--- src/integrity_pkg.sv ---
package integrity_pkg;
  localparam int unsigned clk_mhz = 250;
  localparam logic [7:0] reg_reset = 8'h00;
  localparam int unsigned bit_src_sel = 7;
  localparam int unsigned bit_aux_ie = 6;
  localparam int unsigned bit_aux_flag = 5;
  localparam int unsigned bit_lvr_flag = 4;
  localparam int unsigned bit_reserved = 3;
  localparam int unsigned bit_cf_ie = 2;
  localparam int unsigned bit_safe_flag = 1;
  localparam int unsigned bit_wdg_flag = 0;
  localparam logic [7:0] sw_write_mask = 8'hc4;
  localparam int unsigned short_delay = 256;
  localparam int unsigned long_delay = 4096;
  typedef enum logic [1:0] {
    pwr_run = 2'b00,
    pwr_wait = 2'b01,
    pwr_halt = 2'b11
  } pwr_state_t;
endpackage

--- src/supply_clock_integrity_monitor.sv ---
`timescale 1ns/10ps
// Function
// - Hold reset while supply below hysteretic threshold.
// - Drive external reset pin low during it.
// - Low-supply reset only when option enabled.
// - Auxiliary monitor works only with option.
// - Auxiliary flag follows comparator in real time.
// - Bit 7 selects main supply or sense.
// - Enabled interrupt on every flag change.
// - Pending auxiliary interrupt cleared on service entry.
// - Fast rise gives no auxiliary rising interrupt.
// - Slow rise: enabling before crossing gives two.
// - Glitch filtering only while doubler enabled.
// - Lost main clock selects safe oscillator.
// - Safe clock sets flag, enabled interrupt raised.
// - Wait unchanged; interrupts wake wait, not halt.
// - Halt blocks register writes and holds safe flag, stops clock supervision.
// - Interrupt needs enable and cleared global mask.
// - Register resets to zero with documented layout.
// - Safe flag cleared by read after recovery.
// - Low-supply flag set by reset, write-zero clear.
// - Watchdog flag cleared by write or low-supply.
module supply_clock_integrity_monitor #(
  parameter int unsigned reset_delay_long = integrity_pkg::long_delay
) (
  input wire logic clk_in,
  input wire logic rstn_in,
  input wire logic [7:0] wdata_in,
  input wire logic write_in,
  input wire logic read_in,
  input wire logic lvr_option_in,
  input wire logic css_option_in,
  input wire logic pll_option_in,
  input wire logic long_delay_option_in,
  input wire logic supply_low_cmp_in,
  input wire logic aux_main_cmp_in,
  input wire logic aux_sense_cmp_in,
  input wire logic clock_loss_in,
  input wire logic osc_glitch_in,
  input wire logic watchdog_reset_in,
  input wire logic global_mask_in,
  input wire logic aux_irq_ack_in,
  input wire logic halt_enter_in,
  input wire logic wait_enter_in,
  input wire logic wake_irq_in,
  output logic [7:0] rdata_out,
  output logic reset_pin_n_out,
  output logic reset_pin_oe_out,
  output logic safe_clock_select_out,
  output logic glitch_block_out,
  output logic aux_irq_out,
  output logic clock_fail_irq_out,
  output logic wake_out
);
  localparam int unsigned sync_w = 4;
  localparam int unsigned cnt_w = 13;
  localparam logic [cnt_w-1:0] delay_s = cnt_w'(integrity_pkg::short_delay);
  localparam logic [cnt_w-1:0] delay_l = cnt_w'(reset_delay_long);

  ////////////////////////////////////////////////////////////////////////////////
  // Three-stage synchronisers; a change counts when stages two and three agree.
  logic [sync_w-1:0] raw;
  logic [sync_w-1:0] s1_reg;
  logic [sync_w-1:0] s2_reg;
  logic [sync_w-1:0] s3_reg;
  logic [sync_w-1:0] filt_reg;
  logic [sync_w-1:0] s1_next;
  logic [sync_w-1:0] s2_next;
  logic [sync_w-1:0] s3_next;
  logic [sync_w-1:0] filt_next;
  assign raw = {osc_glitch_in, clock_loss_in, aux_sense_cmp_in, aux_main_cmp_in};
  genvar gi;
  generate
    for (gi = 0; gi < sync_w; gi++) begin : g_sync
      always_comb begin
        s1_next[gi] = raw[gi];
        s2_next[gi] = s1_reg[gi];
        s3_next[gi] = s2_reg[gi];
        filt_next[gi] = (s2_reg[gi] == s3_reg[gi]) ? s3_reg[gi] : filt_reg[gi];
      end
    end
  endgenerate
  // The supply chain presets high, so reset holds until a good supply is reported.
  logic low1_reg;
  logic low2_reg;
  logic low3_reg;
  logic lowf_reg;
  logic low1_next;
  logic low2_next;
  logic low3_next;
  logic lowf_next;
  always_comb begin
    low1_next = supply_low_cmp_in;
    low2_next = low1_reg;
    low3_next = low2_reg;
    lowf_next = (low2_reg == low3_reg) ? low3_reg : lowf_reg;
  end
  always_ff @(posedge clk_in or negedge rstn_in) begin
    if (!rstn_in) begin
      s1_reg <= '0;
      s2_reg <= '0;
      s3_reg <= '0;
      filt_reg <= '0;
      low1_reg <= 1'b1;
      low2_reg <= 1'b1;
      low3_reg <= 1'b1;
      lowf_reg <= 1'b1;
    end else begin
      s1_reg <= s1_next;
      s2_reg <= s2_next;
      s3_reg <= s3_next;
      filt_reg <= filt_next;
      low1_reg <= low1_next;
      low2_reg <= low2_next;
      low3_reg <= low3_next;
      lowf_reg <= lowf_next;
    end
  end

  ////////////////////////////////////////////////////////////////////////////////
  // Register, reset flags, power state and interrupt pending bits.
  integrity_pkg::pwr_state_t pwr_reg, pwr_next;
  logic src_sel_reg;
  logic src_sel_next;
  logic aux_ie_reg;
  logic aux_ie_next;
  logic cf_ie_reg;
  logic cf_ie_next;
  logic safe_reg;
  logic safe_next;
  logic lvr_flag_reg;
  logic lvr_flag_next;
  logic wdg_flag_reg;
  logic wdg_flag_next;
  logic aux_prev_reg;
  logic aux_prev_next;
  logic aux_pend_reg;
  logic aux_pend_next;
  logic cf_pend_reg;
  logic cf_pend_next;
  logic in_lvr_reg;
  logic in_lvr_next;
  logic [cnt_w-1:0] dly_reg;
  logic [cnt_w-1:0] dly_next;
  logic [7:0] rdata_next;
  logic lvr_active;
  logic aux_live;
  logic aux_flag;
  logic halted;
  logic clk_lost;
  logic do_write;
  logic aux_irq_next;
  logic cf_irq_next;
  logic wake_next;
  logic pin_n_next;
  logic pin_oe_next;
  logic safe_sel_next;
  logic glitch_next;

  always_comb begin
    lvr_active = lvr_option_in & lowf_reg;
    halted = (pwr_reg == integrity_pkg::pwr_halt);
    aux_live = lvr_option_in & ~in_lvr_reg;
    aux_flag = aux_live & (src_sel_reg ? filt_reg[1] : filt_reg[0]);
    clk_lost = css_option_in & ~halted & filt_reg[2];
    do_write = write_in & ~halted;
    src_sel_next = src_sel_reg;
    aux_ie_next = aux_ie_reg;
    cf_ie_next = cf_ie_reg;
    lvr_flag_next = lvr_flag_reg;
    wdg_flag_next = wdg_flag_reg;
    if (do_write) begin
      src_sel_next = wdata_in[integrity_pkg::bit_src_sel] & lvr_option_in;
      aux_ie_next = wdata_in[integrity_pkg::bit_aux_ie] & lvr_option_in;
      cf_ie_next = wdata_in[integrity_pkg::bit_cf_ie];
      if (!wdata_in[integrity_pkg::bit_lvr_flag]) begin
        lvr_flag_next = 1'b0;
      end
      if (!wdata_in[integrity_pkg::bit_wdg_flag]) begin
        wdg_flag_next = 1'b0;
      end
    end
    if (watchdog_reset_in) begin
      wdg_flag_next = 1'b1;
    end
    if (lvr_active) begin
      lvr_flag_next = 1'b1;
      wdg_flag_next = 1'b0;
      src_sel_next = 1'b0;
      aux_ie_next = 1'b0;
      cf_ie_next = 1'b0;
    end
    // Safe flag is set while the clock is lost; a read clears it only after recovery.
    safe_next = safe_reg;
    if (read_in && !clk_lost) begin
      safe_next = 1'b0;
    end
    if (clk_lost) begin
      safe_next = 1'b1;
    end
    if (!css_option_in) begin
      safe_next = 1'b0;
    end
    if (halted) begin
      safe_next = safe_reg;
    end
    // Rising supply is held in reset delay; no rising crossing interrupt then.
    in_lvr_next = in_lvr_reg;
    dly_next = dly_reg;
    if (lvr_active) begin
      in_lvr_next = 1'b1;
      dly_next = long_delay_option_in ? delay_l : delay_s;
    end else if (in_lvr_reg) begin
      if (dly_reg <= cnt_w'(1)) in_lvr_next = 1'b0;
      else dly_next = dly_reg - cnt_w'(1);
    end
    // The previous flag tracks even when disabled, so enabling compares against now.
    aux_prev_next = aux_flag;
    aux_pend_next = aux_pend_reg;
    if (aux_irq_ack_in) aux_pend_next = 1'b0;
    if (do_write && wdata_in[integrity_pkg::bit_aux_ie] && !aux_ie_reg && aux_live && aux_flag) begin
      aux_pend_next = 1'b1;
    end
    if (aux_ie_reg && aux_live && (aux_flag != aux_prev_reg)) aux_pend_next = 1'b1;
    if (!aux_ie_next || !aux_live) aux_pend_next = 1'b0;
    cf_pend_next = safe_next & cf_ie_reg & css_option_in;
    aux_irq_next = aux_pend_next & ~global_mask_in;
    cf_irq_next = cf_pend_next & ~global_mask_in;
    // The reset pin is open drain: its level is low except while rstn_in holds reset, and the enable decides.
    pin_n_next = 1'b0;
    pin_oe_next = lvr_active;
    safe_sel_next = clk_lost;
    glitch_next = pll_option_in & filt_reg[3] & ~halted;
    pwr_next = pwr_reg;
    wake_next = 1'b0;
    case (pwr_reg)
      integrity_pkg::pwr_run: begin
        if (halt_enter_in) pwr_next = integrity_pkg::pwr_halt;
        else if (wait_enter_in) pwr_next = integrity_pkg::pwr_wait;
      end
      integrity_pkg::pwr_wait: begin
        if (aux_irq_next || cf_irq_next) begin
          pwr_next = integrity_pkg::pwr_run;
          wake_next = 1'b1;
        end
      end
      integrity_pkg::pwr_halt: begin
        if (wake_irq_in) pwr_next = integrity_pkg::pwr_run;
      end
      default: pwr_next = integrity_pkg::pwr_run;
    endcase
    rdata_next = 8'h00;
    if (read_in) begin
      rdata_next[integrity_pkg::bit_src_sel] = src_sel_reg;
      rdata_next[integrity_pkg::bit_aux_ie] = aux_ie_reg;
      rdata_next[integrity_pkg::bit_aux_flag] = aux_flag;
      rdata_next[integrity_pkg::bit_lvr_flag] = lvr_flag_reg;
      rdata_next[integrity_pkg::bit_cf_ie] = cf_ie_reg;
      rdata_next[integrity_pkg::bit_safe_flag] = safe_reg;
      rdata_next[integrity_pkg::bit_wdg_flag] = wdg_flag_reg;
    end
  end

  always_ff @(posedge clk_in or negedge rstn_in) begin
    if (!rstn_in) begin
      src_sel_reg <= integrity_pkg::reg_reset[integrity_pkg::bit_src_sel];
      aux_ie_reg <= integrity_pkg::reg_reset[integrity_pkg::bit_aux_ie];
      cf_ie_reg <= integrity_pkg::reg_reset[integrity_pkg::bit_cf_ie];
      safe_reg <= integrity_pkg::reg_reset[integrity_pkg::bit_safe_flag];
      lvr_flag_reg <= integrity_pkg::reg_reset[integrity_pkg::bit_lvr_flag];
      wdg_flag_reg <= integrity_pkg::reg_reset[integrity_pkg::bit_wdg_flag];
      aux_prev_reg <= 1'b0;
      aux_pend_reg <= 1'b0;
      cf_pend_reg <= 1'b0;
      in_lvr_reg <= 1'b1;
      dly_reg <= delay_s;
      pwr_reg <= integrity_pkg::pwr_run;
      rdata_out <= 8'h00;
      reset_pin_n_out <= 1'b1;
      reset_pin_oe_out <= 1'b0;
      safe_clock_select_out <= 1'b0;
      glitch_block_out <= 1'b0;
      aux_irq_out <= 1'b0;
      clock_fail_irq_out <= 1'b0;
      wake_out <= 1'b0;
    end else begin
      src_sel_reg <= src_sel_next;
      aux_ie_reg <= aux_ie_next;
      cf_ie_reg <= cf_ie_next;
      safe_reg <= safe_next;
      lvr_flag_reg <= lvr_flag_next;
      wdg_flag_reg <= wdg_flag_next;
      aux_prev_reg <= aux_prev_next;
      aux_pend_reg <= aux_pend_next;
      cf_pend_reg <= cf_pend_next;
      in_lvr_reg <= in_lvr_next;
      dly_reg <= dly_next;
      pwr_reg <= pwr_next;
      rdata_out <= rdata_next;
      reset_pin_n_out <= pin_n_next;
      reset_pin_oe_out <= pin_oe_next;
      safe_clock_select_out <= safe_sel_next;
      glitch_block_out <= glitch_next;
      aux_irq_out <= aux_irq_next;
      clock_fail_irq_out <= cf_irq_next;
      wake_out <= wake_next;
    end
  end
endmodule

--- config.mk ---
export PLATFORM = sky130hd
export DESIGN_NAME = supply_clock_integrity_monitor
export DESIGN_NICKNAME = d
export VERILOG_FILES = /design/src/integrity_pkg.sv /design/src/supply_clock_integrity_monitor.sv
export SDC_FILE = /design/constraint.sdc
export NUM_CORES = 1
export LEC_CHECK = 0
export BUFFER_PORTS_ARGS = -buffer_cell sky130_fd_sc_hd__buf_2
export CORE_MARGIN = 3
export CORE_UTILIZATION = 51
export DETAILED_ROUTE_END_ITERATION = 10
export PLACE_DENSITY = 0.75
export SLEW_MARGIN = 0
export SYNTH_ARGS = -nofsm -noshare
export SYNTH_HDL_FRONTEND = slang
export SYNTH_SLANG_ARGS = --single-unit
--- constraint.sdc ---
create_clock -name clk_in -period 4.15 [get_ports clk_in]
set_clock_uncertainty 0.1 [all_clocks]
set_input_delay 0.6225 -clock clk_in [delete_from_list [all_inputs] [get_ports clk_in]]
set_output_delay 0.6225 -clock clk_in [all_outputs]
set_load 0.005 [all_outputs]
==> impl_results.md <==
* Global Route Usage Sum at 16.8%
* Final ANT Viol Nets at 0
* CP cell instances: or4_1 > or3_4 > or4b_1 > a31oi_1
* CP arrival at 2.56 ns
* Ys Warns at 0
* CP Buf/Inv Count at 0
* Cell Pwr Density at 668 mW/mm2
* Asr flop ratio synth at 100%
* Post-synthesis cell type count at 43
* Setup violations, final at 0
* Final Cycle Share at 58.0%
* Initial DRC count at 61
* Worst-skew pair later-pin latency at 0.33 ns
* Num CTS Buffers at 9
* Via density at 5.32
* Area Overhead vs Synth at 20.9%
* Leak Pwr at 1.30 nW
* Initial Util at 54.1%
* Final worst slack at 1.74 ns
* NetSw at 0.000531 W
* DP Worst Slack at 1.66 ns
* HP Class: in -> async
* Crit path kind: reg -> reg
* Routability cong. at 0.858
* CP endpoint kind: flip-flop
* Synth Instances at 181
* Critical Path Fanout Max at 10
* Syn Area/Cell at 12.3 um2
* CTS tree: yes
* Clock network fraction of total power at 34.2%
* Crit path max-delay family: simple AND/OR/NAND/NOR gates
* Ant diodes at 0
* Setup TNS at 0 ns
* Core Area at 0.00412 mm2
* EDFF count, synth at 0
* Root buf cell: clkbuf_8
* CTS max path bufs at 2
* WP data required at 4.30 ns
* Worst reg2reg path depth at 4
* Cell row count at 23
* I/O Pins at 42
* Peak VDD IR at 0.000278 V
* Die Y-Extent at 72.1 um
* Hold_buf cts at 0
* Post-DP HPWL at 2.49 mm
* Max reg flops at 13
* TritonRoute pass-1 iters at 4
* Hold Slack at 0.225 ns
* Layout Nets at 256
* RSZ-0062 raised after global routing: no
* Die W at 72.1 um
* Gr ovfl total at 0
* Die area at 0.00520 mm2
* Hold Violations, Final at 0
* Yosys reg bits at 58
* Reg2Reg Setup Slack at 1.74 ns
* Setup repair bufs after CTS at 0
* Period minus WS final at 2.41 ns
* Max Fclk at 416 MHz
* # clock sinks at 58
* Largest net degree at the start of global routing at 31
* Vias at 1500
* CTS clk-pin slew, worst paths at 0.06 ns
* Logic pwr share at 23.0%
* Pint at 0.00127 W
* Slew HR at 55.2%
* Pins Over Slew Limit at 0
* RR Endpoint: dly_reg[12]
* H-tree depth at 3
* Reg2reg start: dly_reg[3]
* Status: complete, no violations
* Avg WL per Cell at 13.8 um
* Max-Cap Viols at 0
* Slowest cell on the critical path: or4_1
* Share of layout cells above drive strength 1 at 28.0%
* PortBufs at 37
* Least-Margin Pin Slew at 0.672 ns
* Sequential share of power at 42.8%
* Vias in the first global route at 1440
* CP Depth at 4
* Residual DRC at 0
* Post-CTS Resized at 0
* Global-route wire length before repair at 6.58 mm
* Syn Std Cell Area at 0.00223 mm2
* Setup crit start: dly_reg[3]
* Crit path to: dly_reg[12]
* Initial antenna violation count at 0
* Seq/Total Area, Yosys at 65.6%
* Drt total wl at 3.90 mm
* CP max stage delay at 0.65 ns
* Most used DFF post-synth: dfrtp_1
* Startpoint types: flip-flop
* Sw frac at 29.6%
[cell type report]
| class | count | area (um2) |
|---|---|---|
| Fill cell | 315 | 1420 |
| Tap cell | 50 | 62.6 |
| Inverter | 6 | 22.5 |
| Clock buffer | 11 | 131 |
| Timing Repair Buffer | 38 | 193 |
| Clock inverter | 5 | 103 |
| Multi-Input combinational cell | 114 | 721 |
| Sequential cell | 58 | 1460 |
[layout by cell type, fill, tap and decap left out, types with 4 or more instances in the layout]
cell / count
o21ai_0: 13
nor3_1: 4
buf_2: 37
dfrtp_1: 51
clkbuf_8: 9
dfstp_2: 7
inv_1: 6
maj3_1: 5
and2_1: 8
nor2_1: 16
xor2_1: 7
nand2_1: 10
a21oi_1: 5
[synth_stat cells (2+ instances only)]
cell / count / area (um2)
dfrtp_1: 51 / 1280
nor2_1: 16 / 60.1
o21ai_0: 13 / 65.1
nand2_1: 10 / 37.5
and2_1: 8 / 50.1
dfstp_2: 7 / 184
xor2_1: 7 / 61.3
inv_1: 6 / 22.5
a21oi_1: 5 / 25.0
maj3_1: 5 / 50.1
nor3_1: 4 / 20.0
a31oi_1: 3 / 18.8
nand2b_1: 3 / 18.8
o21bai_1: 3 / 22.5
or3_1: 3 / 18.8
a21o_1: 2 / 15.0
and3_1: 2 / 12.5
ha_1: 2 / 25.0
mux2i_1: 2 / 20.0
nand3_1: 2 / 10.0
nor4_1: 2 / 12.5
o211ai_1: 2 / 15.0
o31ai_1: 2 / 15.0
or4_2: 2 / 17.5
[per-stage QoR]
step | total power [W] | util, % | instances | cell area [um2]
after floorplan | 0.00109 | - | 182 | 2230
after global placement | 0.00117 | 59.7 | 266 | 2460
after detailed placement | 0.00119 | 59.7 | 266 | 2460
after CTS | 0.00181 | 65.4 | 282 | 2690
after global routing | 0.00190 | 65.4 | 282 | 2690
final | 0.00180 | 65.4 | 282 | 2690
[power by group through the flow]
stage          combinational [W]  clock [W]  sequential [W]
2_1_floorplan           0.000333          0        0.000757
3_3_place_gp            0.000401          0        0.000773
3_5_place_dp            0.000411          0        0.000776
4_1_cts                 0.000417   0.000627        0.000769
5_1_grt                 0.000470   0.000648        0.000785
6_report                0.000413   0.000615        0.000769
[cells by family (layout without fill, tap and decap cells)]
logic type | Yosys count | in the layout | synth area share, %
AOI/OAI and AO/OA | 35 | 35 | 9.83
xor gates and xnor gates | 8 | 8 | 3.15
adders and majority gates | 7 | 7 | 3.37
buffers and inverters | 10 | 60 | 2.25
DFF | 58 | 58 | 65.6
muxes | 2 | 2 | 0.899
other | 1 | 2 | 0.168
and+or+nand+nor | 60 | 60 | 14.8
[layer usage]
metal  share of wire [%]  vias up  routed length (um)  global-route usage [%]
met5                   0        -                   0                       0
met4                 2.9        0                 114                    10.4
met3                 6.0       11                 233                    5.54
met2                  45       43                1750                    23.9
met1                  46      728                1800                    22.2
li1                    -      718                   -                       -
[worst min-delay path by stage]
stage | startpoint | end | slack (ns) | cells after the start
after global routing | s1_reg[1] | s2_reg[1] | 0.26 | 0
after detailed placement | s1_reg[0] | s2_reg[0] | 0.24 | 0
final | rstn_in | wdg_flag_reg | 0.23 | 1
after global placement | s1_reg[3] | s2_reg[3] | 0.23 | 0
after floorplan | rstn_in | aux_ie_reg | 0.23 | 0
after CTS | rstn_in | dly_reg[9] | 0.23 | 1
Power figures use the tool's default switching activity.
